<file path="config.mk">
export PLATFORM = sky130hd
export DESIGN_NAME = interrupt_flag_enable_bank
export DESIGN_NICKNAME = d
export VERILOG_FILES = /design/src/hdl/irq_bank_pkg.sv /design/src/hdl/interrupt_flag_enable_bank.sv
export SDC_FILE = /design/constraint.sdc
export NUM_CORES = 1
export LEC_CHECK = 0
export BUFFER_PORTS_ARGS = -buffer_cell sky130_fd_sc_hd__buf_4
export CAP_MARGIN = 20
export CORE_ASPECT_RATIO = 0.5
export CORE_MARGIN = 5
export CORE_UTILIZATION = 50
export CTS_CLUSTER_DIAMETER = 150
export DETAILED_ROUTE_END_ITERATION = 16
export PLACE_DENSITY = 0.75
export SKIP_CTS_REPAIR_TIMING = 1
export SLEW_MARGIN = 20
export SYNTH_ARGS = -nofsm -noshare
export SYNTH_HDL_FRONTEND = slang
export SYNTH_SLANG_ARGS = --single-unit
</file>
<file path="constraint.sdc">
create_clock -name clk_i -period 7.25 [get_ports clk_i]
set_clock_uncertainty 0.2 [all_clocks]
set_input_delay 1.0875 -clock clk_i [delete_from_list [all_inputs] [get_ports clk_i]]
set_output_delay 1.0875 -clock clk_i [all_outputs]
set_load 0.01 [all_outputs]
</file>
<file path="src/hdl/irq_bank_pkg.sv">
// Constants, field layouts and carrier types for the interrupt flag and enable bank
package irq_bank_pkg;

  localparam int NUM_REGS = 8;
  localparam int NUM_PINS = 4;
  localparam int NUM_SRC = 13;
  localparam int NUM_GROUPS = 4;

  // Register index; byte address is index times four
  localparam logic [2:0] REG_EDGE = 3'h0;
  localparam logic [2:0] REG_CTRL0 = 3'h1;
  localparam logic [2:0] REG_CTRL1 = 3'h2;
  localparam logic [2:0] REG_CTRL2 = 3'h3;
  localparam logic [2:0] REG_CTRL3 = 3'h4;
  localparam logic [2:0] REG_GRP0 = 3'h5;
  localparam logic [2:0] REG_GRP1 = 3'h6;
  localparam logic [2:0] REG_GRP2 = 3'h7;
  localparam int ADR_WIDTH = 8;
  localparam int ADR_IDX_LSB = 2;
  localparam int ADR_IDX_MSB = 4;
  localparam logic [7:0] REG_RESET = 8'h00;

  // Enable sits this many bits below its flag
  localparam logic [2:0] FLAG_TO_EN = 3'h4;
  localparam logic [7:0] FLAG_NIBBLE = 8'hF0;
  // Control 0 enables sit one bit higher because bit 0 is the global enable
  localparam logic [2:0] FLAG_TO_EN_CTRL0 = 3'h3;
  localparam int BIT_CMP0_EN = 3;
  localparam int BIT_PIN0_EN = 1;

  localparam int BIT_GLOBAL_EN = 0;
  localparam int BIT_CMP0_FLAG = 6;
  localparam int BIT_PIN1_FLAG = 5;
  localparam int BIT_PIN0_FLAG = 4;
  localparam int BIT_CONV_FLAG = 7;
  localparam int BIT_GRP1_FLAG = 6;
  localparam int BIT_GRP0_FLAG = 5;
  localparam int BIT_CMP1_FLAG = 4;
  localparam int BIT_GRP3_FLAG = 7;
  localparam int BIT_TB1_FLAG = 6;
  localparam int BIT_TB0_FLAG = 5;
  localparam int BIT_GRP2_FLAG = 4;
  localparam int BIT_PIN3_FLAG = 5;
  localparam int BIT_PIN2_FLAG = 4;
  localparam int BIT_T2A_FLAG = 7;
  localparam int BIT_T2P_FLAG = 6;
  localparam int BIT_T0A_FLAG = 5;
  localparam int BIT_T0P_FLAG = 4;
  localparam int BIT_T1B_FLAG = 6;
  localparam int BIT_T1A_FLAG = 5;
  localparam int BIT_T1P_FLAG = 4;
  localparam int BIT_T3A_FLAG = 7;
  localparam int BIT_T3P_FLAG = 6;
  localparam int BIT_PERIPH_FLAG = 5;
  localparam int BIT_SERIAL_FLAG = 4;

  // Implemented bits per register and variant
  localparam logic [7:0] MASK_EDGE_SMALL = 8'h0F;
  localparam logic [7:0] MASK_EDGE_LARGE = 8'hFF;
  localparam logic [7:0] MASK_CTRL0 = 8'h7F;
  localparam logic [7:0] MASK_FULL = 8'hFF;
  localparam logic [7:0] MASK_CTRL3 = 8'h33;
  localparam logic [7:0] MASK_NONE = 8'h00;
  localparam logic [7:0] MASK_LOW_PAIR = 8'h33;
  localparam logic [7:0] MASK_GRP1 = 8'h77;

  // Edge-select codes
  localparam logic [1:0] EDGE_OFF = 2'h0;
  localparam logic [1:0] EDGE_RISE = 2'h1;
  localparam logic [1:0] EDGE_FALL = 2'h2;
  localparam logic [1:0] EDGE_BOTH = 2'h3;

  // Vectored sources in priority order, highest first
  localparam logic [2:0] SRC_REG [NUM_SRC] = '{
    REG_CTRL0, REG_CTRL0, REG_CTRL0, REG_CTRL1, REG_CTRL1, REG_CTRL1, REG_CTRL1,
    REG_CTRL2, REG_CTRL2, REG_CTRL2, REG_CTRL2, REG_CTRL3, REG_CTRL3};
  localparam logic [2:0] SRC_BIT [NUM_SRC] = '{
    3'h4, 3'h5, 3'h6, 3'h4, 3'h5, 3'h6, 3'h7, 3'h4, 3'h5, 3'h6, 3'h7, 3'h4, 3'h5};
  localparam logic [3:0] VECTOR_IDLE = 4'hF;

  // One-cycle source events, same clock as the bank
  typedef struct packed {
    logic [1:0] comparator;
    logic conv_done;
    logic [1:0] timebase;
    logic timer0_p;
    logic timer0_a;
    logic timer1_p;
    logic timer1_a;
    logic timer1_b;
    logic timer2_p;
    logic timer2_a;
    logic timer3_p;
    logic timer3_a;
    logic periph_pin;
    logic serial_module;
    logic group3_member;
  } src_events_type;

endpackage : irq_bank_pkg
</file>
<file path="src/hdl/interrupt_flag_enable_bank.sv">
// Interrupt request flag and enable bank with edge-selected pins and a classic Wishbone slave
// Summary of operation
// - Edge code 00 off, 01 rising, 10 falling, 11 both edges set pin flag.
// - Largest variant edge register: pin3 bits 7-6 down to pin0 bits 1-0.
// - Smaller variants keep only pin0 and pin1 fields; upper nibble reads zero.
// - Bit 0 of control register 0 is global enable; zero blocks all interrupts.
// - Flags read 1 while a request is pending and are software writable.
// - Enable bit 1 enables its source; enables mirror flags in low nibble, one bit higher in control 0.
// - Unimplemented bits read zero and ignore writes.
// - Control 0: comparator0, pin1, pin0 flags bits 6-4, enables bits 3-1.
// - Control 1: conversion, group1, group0, comparator1 flags bits 7-4, enables below.
// - Control 2: group3, timebase1, timebase0, group2 flags bits 7-4, enables below.
// - Largest variant control 3: pin3, pin2 flags bits 5-4, enables 1-0.
// - Group 0: timer0 A,P bits 5-4; timer2 A,P bits 7-6 where present.
// - Group 1: timer1 B, A, P flags bits 6-4, enables bits 2-0.
// - Group 2: peripheral pin bit 5, serial bit 4; timer3 A,P bits 7-6.
// - Group 3 flag at control 2 bit 7, enable bit 3, gates its vector.
// - Flags set regardless of enable; vector needs source and global enable.
// - Group flag sets whenever any member flag rises.
// - Service clears global enable and the serviced flag, blocking nesting.
// - A newly set flag wakes the device; a flag already set does not.
//
// The register offsets and the Wishbone interface to the registers were chosen for this implementation.
`timescale 1ns/1ps
module interrupt_flag_enable_bank
  import irq_bank_pkg::*;
#(
  parameter bit FOUR_PINS = 1'b1,
  parameter bit HAS_TIMER2 = 1'b1,
  parameter bit HAS_TIMER3 = 1'b1
) (
  input wire logic clk_i,
  input wire logic rst_i,
  input wire logic [ADR_WIDTH-1:0] wb_adr_i,
  input wire logic [31:0] wb_dat_i,
  input wire logic [3:0] wb_sel_i,
  input wire logic wb_we_i,
  input wire logic wb_cyc_i,
  input wire logic wb_stb_i,
  output logic [31:0] wb_dat_o,
  output logic wb_ack_o,
  input wire logic [NUM_PINS-1:0] pin_i,
  input wire src_events_type events_i,
  input wire logic service_ack_i,
  output logic irq_req_o,
  output logic [3:0] vector_o,
  output logic wake_o
);

  logic [7:0] regs_reg [NUM_REGS];
  logic [7:0] regs_next [NUM_REGS];
  logic [7:0] hw_set [NUM_REGS];
  logic [7:0] svc_clr [NUM_REGS];
  logic [7:0] impl_mask [NUM_REGS];
  logic [NUM_PINS-1:0] pin_meta_reg;
  logic [NUM_PINS-1:0] pin_sync_reg;
  logic [NUM_PINS-1:0] pin_prev_reg;
  logic [NUM_PINS-1:0] pin_rise;
  logic [NUM_PINS-1:0] pin_fall;
  logic [NUM_PINS-1:0] edge_hit;
  logic [NUM_SRC-1:0] pend;
  logic [3:0] pend_first;
  logic ack_reg;
  logic [31:0] dat_reg;
  logic irq_req_reg;
  logic [3:0] vector_reg;
  logic wake_reg;
  logic access;
  logic mapped;
  logic [2:0] idx;
  logic wr_fire;
  logic svc_fire;
  logic global_en;
  logic [NUM_GROUPS-1:0] grp_rise;

  // Implemented-bit masks by variant
  always_comb begin
    impl_mask[REG_EDGE] = FOUR_PINS ? MASK_EDGE_LARGE : MASK_EDGE_SMALL;
    impl_mask[REG_CTRL0] = MASK_CTRL0;
    impl_mask[REG_CTRL1] = MASK_FULL;
    impl_mask[REG_CTRL2] = MASK_FULL;
    impl_mask[REG_CTRL3] = FOUR_PINS ? MASK_CTRL3 : MASK_NONE;
    impl_mask[REG_GRP0] = HAS_TIMER2 ? MASK_FULL : MASK_LOW_PAIR;
    impl_mask[REG_GRP1] = MASK_GRP1;
    impl_mask[REG_GRP2] = HAS_TIMER3 ? MASK_FULL : MASK_LOW_PAIR;
  end

  // Bus decode; only the low byte lane carries register data
  assign idx = wb_adr_i[ADR_IDX_MSB:ADR_IDX_LSB];
  assign mapped = (wb_adr_i[ADR_WIDTH-1:ADR_IDX_MSB+1] == '0) && (wb_adr_i[ADR_IDX_LSB-1:0] == '0);
  assign access = wb_cyc_i && wb_stb_i;
  // Write lands on the edge where ack is high, matching the master's sample
  assign wr_fire = access && wb_we_i && ack_reg && mapped && wb_sel_i[0];

  always_ff @(posedge clk_i) begin
    if (rst_i) begin
      ack_reg <= 1'b0;
    end else begin
      ack_reg <= access && !ack_reg;
    end
  end

  always_ff @(posedge clk_i) begin
    if (rst_i) begin
      dat_reg <= '0;
    end else if (access && !ack_reg) begin
      dat_reg <= mapped ? {24'h000000, regs_reg[idx] & impl_mask[idx]} : '0;
    end
  end

  // Pin synchronisers: meta stage feeds only the sync stage
  always_ff @(posedge clk_i) begin
    if (rst_i) begin
      pin_meta_reg <= '0;
      pin_sync_reg <= '0;
      pin_prev_reg <= '0;
    end else begin
      pin_meta_reg <= pin_i;
      pin_sync_reg <= pin_meta_reg;
      pin_prev_reg <= pin_sync_reg;
    end
  end

  assign pin_rise = pin_sync_reg & ~pin_prev_reg;
  assign pin_fall = ~pin_sync_reg & pin_prev_reg;

  for (genvar g = 0; g < NUM_PINS; g++) begin : g_edge
    logic [1:0] sel;
    assign sel = regs_reg[REG_EDGE][2*g+1:2*g] & impl_mask[REG_EDGE][2*g+1:2*g];
    assign edge_hit[g] = ((sel == EDGE_RISE || sel == EDGE_BOTH) && pin_rise[g]) ||
                         ((sel == EDGE_FALL || sel == EDGE_BOTH) && pin_fall[g]);
  end

  // Pending vector requests
  assign global_en = regs_reg[REG_CTRL0][BIT_GLOBAL_EN];
  for (genvar s = 0; s < NUM_SRC; s++) begin : g_pend
    // Control 0 enables sit three below their flags, all others four
    localparam logic [2:0] EN_GAP = (SRC_REG[s] == REG_CTRL0) ? FLAG_TO_EN_CTRL0 : FLAG_TO_EN;
    assign pend[s] = regs_reg[SRC_REG[s]][SRC_BIT[s]] &&
                     regs_reg[SRC_REG[s]][SRC_BIT[s] - EN_GAP] && global_en;
  end

  always_comb begin
    pend_first = VECTOR_IDLE;
    for (int s = NUM_SRC - 1; s >= 0; s--) begin
      if (pend[s]) begin
        pend_first = 4'(s);
      end
    end
  end

  assign svc_fire = service_ack_i && irq_req_reg;

  // Service clears: global enable plus the flag behind the vector shown
  always_comb begin
    for (int r = 0; r < NUM_REGS; r++) begin
      svc_clr[r] = '0;
    end
    if (svc_fire) begin
      svc_clr[REG_CTRL0][BIT_GLOBAL_EN] = 1'b1;
      svc_clr[SRC_REG[vector_reg]][SRC_BIT[vector_reg]] = 1'b1;
    end
  end

  // Hardware set requests; group flags come from member rises
  always_comb begin
    for (int r = 0; r < NUM_REGS; r++) begin
      hw_set[r] = '0;
    end
    hw_set[REG_CTRL0][BIT_CMP0_FLAG] = events_i.comparator[0];
    hw_set[REG_CTRL0][BIT_PIN1_FLAG] = edge_hit[1];
    hw_set[REG_CTRL0][BIT_PIN0_FLAG] = edge_hit[0];
    hw_set[REG_CTRL1][BIT_CONV_FLAG] = events_i.conv_done;
    hw_set[REG_CTRL1][BIT_GRP1_FLAG] = grp_rise[1];
    hw_set[REG_CTRL1][BIT_GRP0_FLAG] = grp_rise[0];
    hw_set[REG_CTRL1][BIT_CMP1_FLAG] = events_i.comparator[1];
    hw_set[REG_CTRL2][BIT_GRP3_FLAG] = grp_rise[3];
    hw_set[REG_CTRL2][BIT_TB1_FLAG] = events_i.timebase[1];
    hw_set[REG_CTRL2][BIT_TB0_FLAG] = events_i.timebase[0];
    hw_set[REG_CTRL2][BIT_GRP2_FLAG] = grp_rise[2];
    hw_set[REG_CTRL3][BIT_PIN3_FLAG] = edge_hit[3];
    hw_set[REG_CTRL3][BIT_PIN2_FLAG] = edge_hit[2];
    hw_set[REG_GRP0][BIT_T2A_FLAG] = events_i.timer2_a;
    hw_set[REG_GRP0][BIT_T2P_FLAG] = events_i.timer2_p;
    hw_set[REG_GRP0][BIT_T0A_FLAG] = events_i.timer0_a;
    hw_set[REG_GRP0][BIT_T0P_FLAG] = events_i.timer0_p;
    hw_set[REG_GRP1][BIT_T1B_FLAG] = events_i.timer1_b;
    hw_set[REG_GRP1][BIT_T1A_FLAG] = events_i.timer1_a;
    hw_set[REG_GRP1][BIT_T1P_FLAG] = events_i.timer1_p;
    hw_set[REG_GRP2][BIT_T3A_FLAG] = events_i.timer3_a;
    hw_set[REG_GRP2][BIT_T3P_FLAG] = events_i.timer3_p;
    hw_set[REG_GRP2][BIT_PERIPH_FLAG] = events_i.periph_pin;
    hw_set[REG_GRP2][BIT_SERIAL_FLAG] = events_i.serial_module;
  end

  // Next values: write, then service clear, then hardware set so the event wins
  for (genvar r = 0; r < NUM_REGS; r++) begin : g_next
    logic [7:0] written;
    assign written = (wr_fire && idx == 3'(r)) ? wb_dat_i[7:0] : regs_reg[r];
    assign regs_next[r] = ((written & ~svc_clr[r]) | hw_set[r]) & impl_mask[r];
  end

  // Member flags rising, including a software set, raise their group
  always_comb begin
    grp_rise[0] = |(regs_next[REG_GRP0] & ~regs_reg[REG_GRP0] & FLAG_NIBBLE);
    grp_rise[1] = |(regs_next[REG_GRP1] & ~regs_reg[REG_GRP1] & FLAG_NIBBLE);
    grp_rise[2] = |(regs_next[REG_GRP2] & ~regs_reg[REG_GRP2] & FLAG_NIBBLE);
    grp_rise[3] = events_i.group3_member;
  end

  for (genvar r = 0; r < NUM_REGS; r++) begin : g_regs
    always_ff @(posedge clk_i) begin
      if (rst_i) begin
        regs_reg[r] <= REG_RESET;
      end else begin
        regs_reg[r] <= regs_next[r];
      end
    end
  end

  // Vector request; dropped on the service cycle to avoid a stale repeat
  always_ff @(posedge clk_i) begin
    if (rst_i) begin
      irq_req_reg <= 1'b0;
      vector_reg <= VECTOR_IDLE;
    end else begin
      irq_req_reg <= (|pend) && !svc_fire;
      vector_reg <= svc_fire ? VECTOR_IDLE : pend_first;
    end
  end

  // Wake pulse only on a 0 to 1 flag transition
  always_ff @(posedge clk_i) begin
    if (rst_i) begin
      wake_reg <= 1'b0;
    end else begin
      wake_reg <= |((regs_next[REG_CTRL0] & ~regs_reg[REG_CTRL0] & FLAG_NIBBLE) |
                    (regs_next[REG_CTRL1] & ~regs_reg[REG_CTRL1] & FLAG_NIBBLE) |
                    (regs_next[REG_CTRL2] & ~regs_reg[REG_CTRL2] & FLAG_NIBBLE) |
                    (regs_next[REG_CTRL3] & ~regs_reg[REG_CTRL3] & FLAG_NIBBLE) |
                    (regs_next[REG_GRP0] & ~regs_reg[REG_GRP0] & FLAG_NIBBLE) |
                    (regs_next[REG_GRP1] & ~regs_reg[REG_GRP1] & FLAG_NIBBLE) |
                    (regs_next[REG_GRP2] & ~regs_reg[REG_GRP2] & FLAG_NIBBLE));
    end
  end

  assign wb_ack_o = ack_reg;
  assign wb_dat_o = dat_reg;
  assign irq_req_o = irq_req_reg;
  assign vector_o = vector_reg;
  assign wake_o = wake_reg;
endmodule : interrupt_flag_enable_bank

</file>
==> results.py <==
metrics = {
    "clock_tree": {
        "cts.clk_slew.worst_paths_ns": 0.07,
        "clockBufferDepth": 2,
        "cts_made_buffers": 9,
        "cts_tree": "yes",
        "cts.sinks": 84,
        "cts-root-buf": "clkbuf_16",
        "h-tree-depth": 3,
        "clock_latency_ns": 0.35,
    },
    "timing": {
        "clock.fmax_ghz": 0.305,
        "worstMarginPinSlew_ns": 0.945,
        "finalCritPeriodShare": 0.453,
        "timing.final.hold_violations": 0,
        "fin_setup_tns_ns": 0,
        "max-slew-margin-rel": 0.365,
        "setup_ws_ns": 3.97,
        "final-max-slew-violation-count": 0,
        "rsz0062_at_grt": "false",
        "min_period_ns": 3.28,
        "setup_violations": 0,
    },
    "yosys": {
        "synth_largest_area_cell": "dfxtp_1",
        "avgSynthCellArea_um2": 8.39,
        "yosysMostFrequentCell": "dfxtp_1",
        "netlist_area_um2": 4700,
        "yosys-top-cells-area": "dfxtp_1 (36%), mux2i_1 (6.8%), nand2_1 (5.4%)",
        "async_reset_ff_frac": 0,
        "synth_cell_type_count": 63,
        "yosys_register_bits": 84,
        "synth_cells": 560,
        "synth-edff-count": 0,
        "synth-seq-area-share": 0.358,
        "synth_ff_type": "dfxtp_1",
        "ys_warn_count": 0,
        "ys_top_cells_by_count": "dfxtp_1 (84), nand2_1 (67), nor2_1 (59), a21oi_1 (36), inv_1 (33)",
        "synth_top_cell_area_share": 0.358,
    },
    "grt": {
        "grt_max_degree": 81,
        "grt_pass1_wl_um": 20600,
        "grt_util_all_layers": 0.228,
        "grt_pass1_vias": 3944,
        "overflow": 0,
        "antenna_found_initial": 1,
    },
    "detailed_routing": {
        "first_pass_iters": 9,
        "drt-met1-wl_um": 5840,
        "routed_wl_um": 13300,
        "routedWlPerCell_um": 18.3,
        "wl_met2_um": 5920,
        "wl_met3_um": 1230,
        "ant_nets": 0,
        "via_per_inst": 5.91,
        "topRoutingLayerUsed": "met5",
        "num_vias": 4283,
        "first_iter_violations": 496,
        "drc": 0,
    },
    "place": {
        "gp_congestion": 0.908,
        "pre_cts_ws_ns": 3.64,
        "hpwl_um": 9520,
        "port-buffer-count": 58,
        "placed_area_um2": 5070,
    },
    "power_and_ir_drop": {
        "vdd_drop_max_mv": 0.113,
        "p_leak_uw": 0.00223,
        "p_per_area_nw_per_um2": 197,
    },
    "critical_path": {
        "cp.arrival_ns": 3.35,
        "crit_path_end_kind": "register",
        "required_ns": 7.31,
        "crit_path_max_fanout": 10,
        "critical_path_class": "primary input to register",
        "crit_path_start_kind": "primary input",
    },
    "worst_hold_path": {
        "min_path_type": "register to register",
    },
    "floorplanning": {
        "ios": 110,
        "die_x_um": 147,
        "die_h_um": 78.5,
        "core.rowCount": 25,
        "die_area_um2": 11600,
        "core_um2": 9290,
        "initial_core_util": 0.506,
    },
    "layout": {
        "drive_gt1_frac": 0.162,
        "n_antenna_cell": 0,
        "nets": 677,
        "areaGrowthSynthToFinish_pct": 14.5,
        "fin_area_um2": 5380,
    },
    "status": {
        "outcome": "completed",
    },
    "job": {
        "drv_cap": 0,
    },
}
-- layer usage --
layer  global-route usage  up-vias
met4               0.0688        2
met1                0.298     2036
met5                    0        -
met2                0.366      196
li1                     -     2019
met3               0.0663       30
-- worst max-delay path, stage by stage --
cell     delay [ns]
buf_4          0.11
or4_4          0.58
nor4_4         0.74
nor3b_1        0.28
a32oi_1        0.11
and4_4         0.27
a41oi_2        0.16
-- path summary, 6_finish.rpt --
kind	depth (start not counted)	endpoint	slack, ns	start
setup reg to reg	8	wake_o	4.53	vector_o[0]
setup / recovery	7	wake_o	3.97	wb_adr_i[5]
hold reg to reg	1	pin_sync_reg[0]	0.23	pin_meta_reg[0]
hold / removal	1	pin_sync_reg[0]	0.23	pin_meta_reg[0]
-- per-stage QoR --
stage	power, µW	utilization	hold WS, ns	cells
final	1060	0.579	0.228	725
after global routing	1090	0.579	0.247	725
after CTS	1060	0.579	0.240	725
after detailed placement	588	0.546	0.226	709
after global placement	585	0.546	0.216	709
after floorplan	558	-	0.214	583
-- layout make-up --
| cell class | instances | area, µm² |
|---|---|---|
| Clock buffer | 9 | 225 |
| Tap cell | 121 | 151 |
| Clock inverter | 7 | 80.1 |
| Sequential cell | 84 | 1680 |
| Inverter | 33 | 124 |
| Timing Repair Buffer | 58 | 435 |
| Multi-Input combinational cell | 413 | 2680 |
| Fill cell | 841 | 3910 |
-- cell usage in the layout (no fill, tap or decap), types with 4 or more instances in the layout --
cell,instances
mux4_2,11
mux2i_1,32
a22oi_1,14
mux2_1,4
buf_4,58
ha_1,7
o2111ai_1,4
and3_1,5
nor3_1,9
conb_1,24
nor2_1,59
o21ai_0,19
a21oi_1,36
nand2_1,67
inv_1,33
a211oi_1,4
nor2b_1,15
a31oi_1,9
nand2b_1,7
nand3b_1,10
clkbuf_16,9
mux2_2,4
dfxtp_1,84
nand3_1,10
o22ai_1,9
-- power by group --
group	leakage, µW	internal (µW)	switching, µW
Sequential	0.000686	473	13.8
Clock	0.000149	272	204
Combinational	0.00139	40.4	54.4
Total	0.00223	786	272
-- kinds of logic after synthesis --
| kind of cell | count (synthesis) | synth area share |
|---|---|---|
| AND/OR/NAND/NOR | 210 | 0.225 |
| AO/OA/AOI/OAI | 120 | 0.165 |
| buffers and inverters | 86 | 0.0900 |
| flip-flops | 84 | 0.358 |
| multiplexers | 51 | 0.140 |
| adder cells (fa/ha/maj) | 7 | 0.0186 |
| other | 1 | 0.000798 |
| XOR/XNOR | 1 | 0.00186 |
Note: power is estimated with default switching activity, not from simulation.
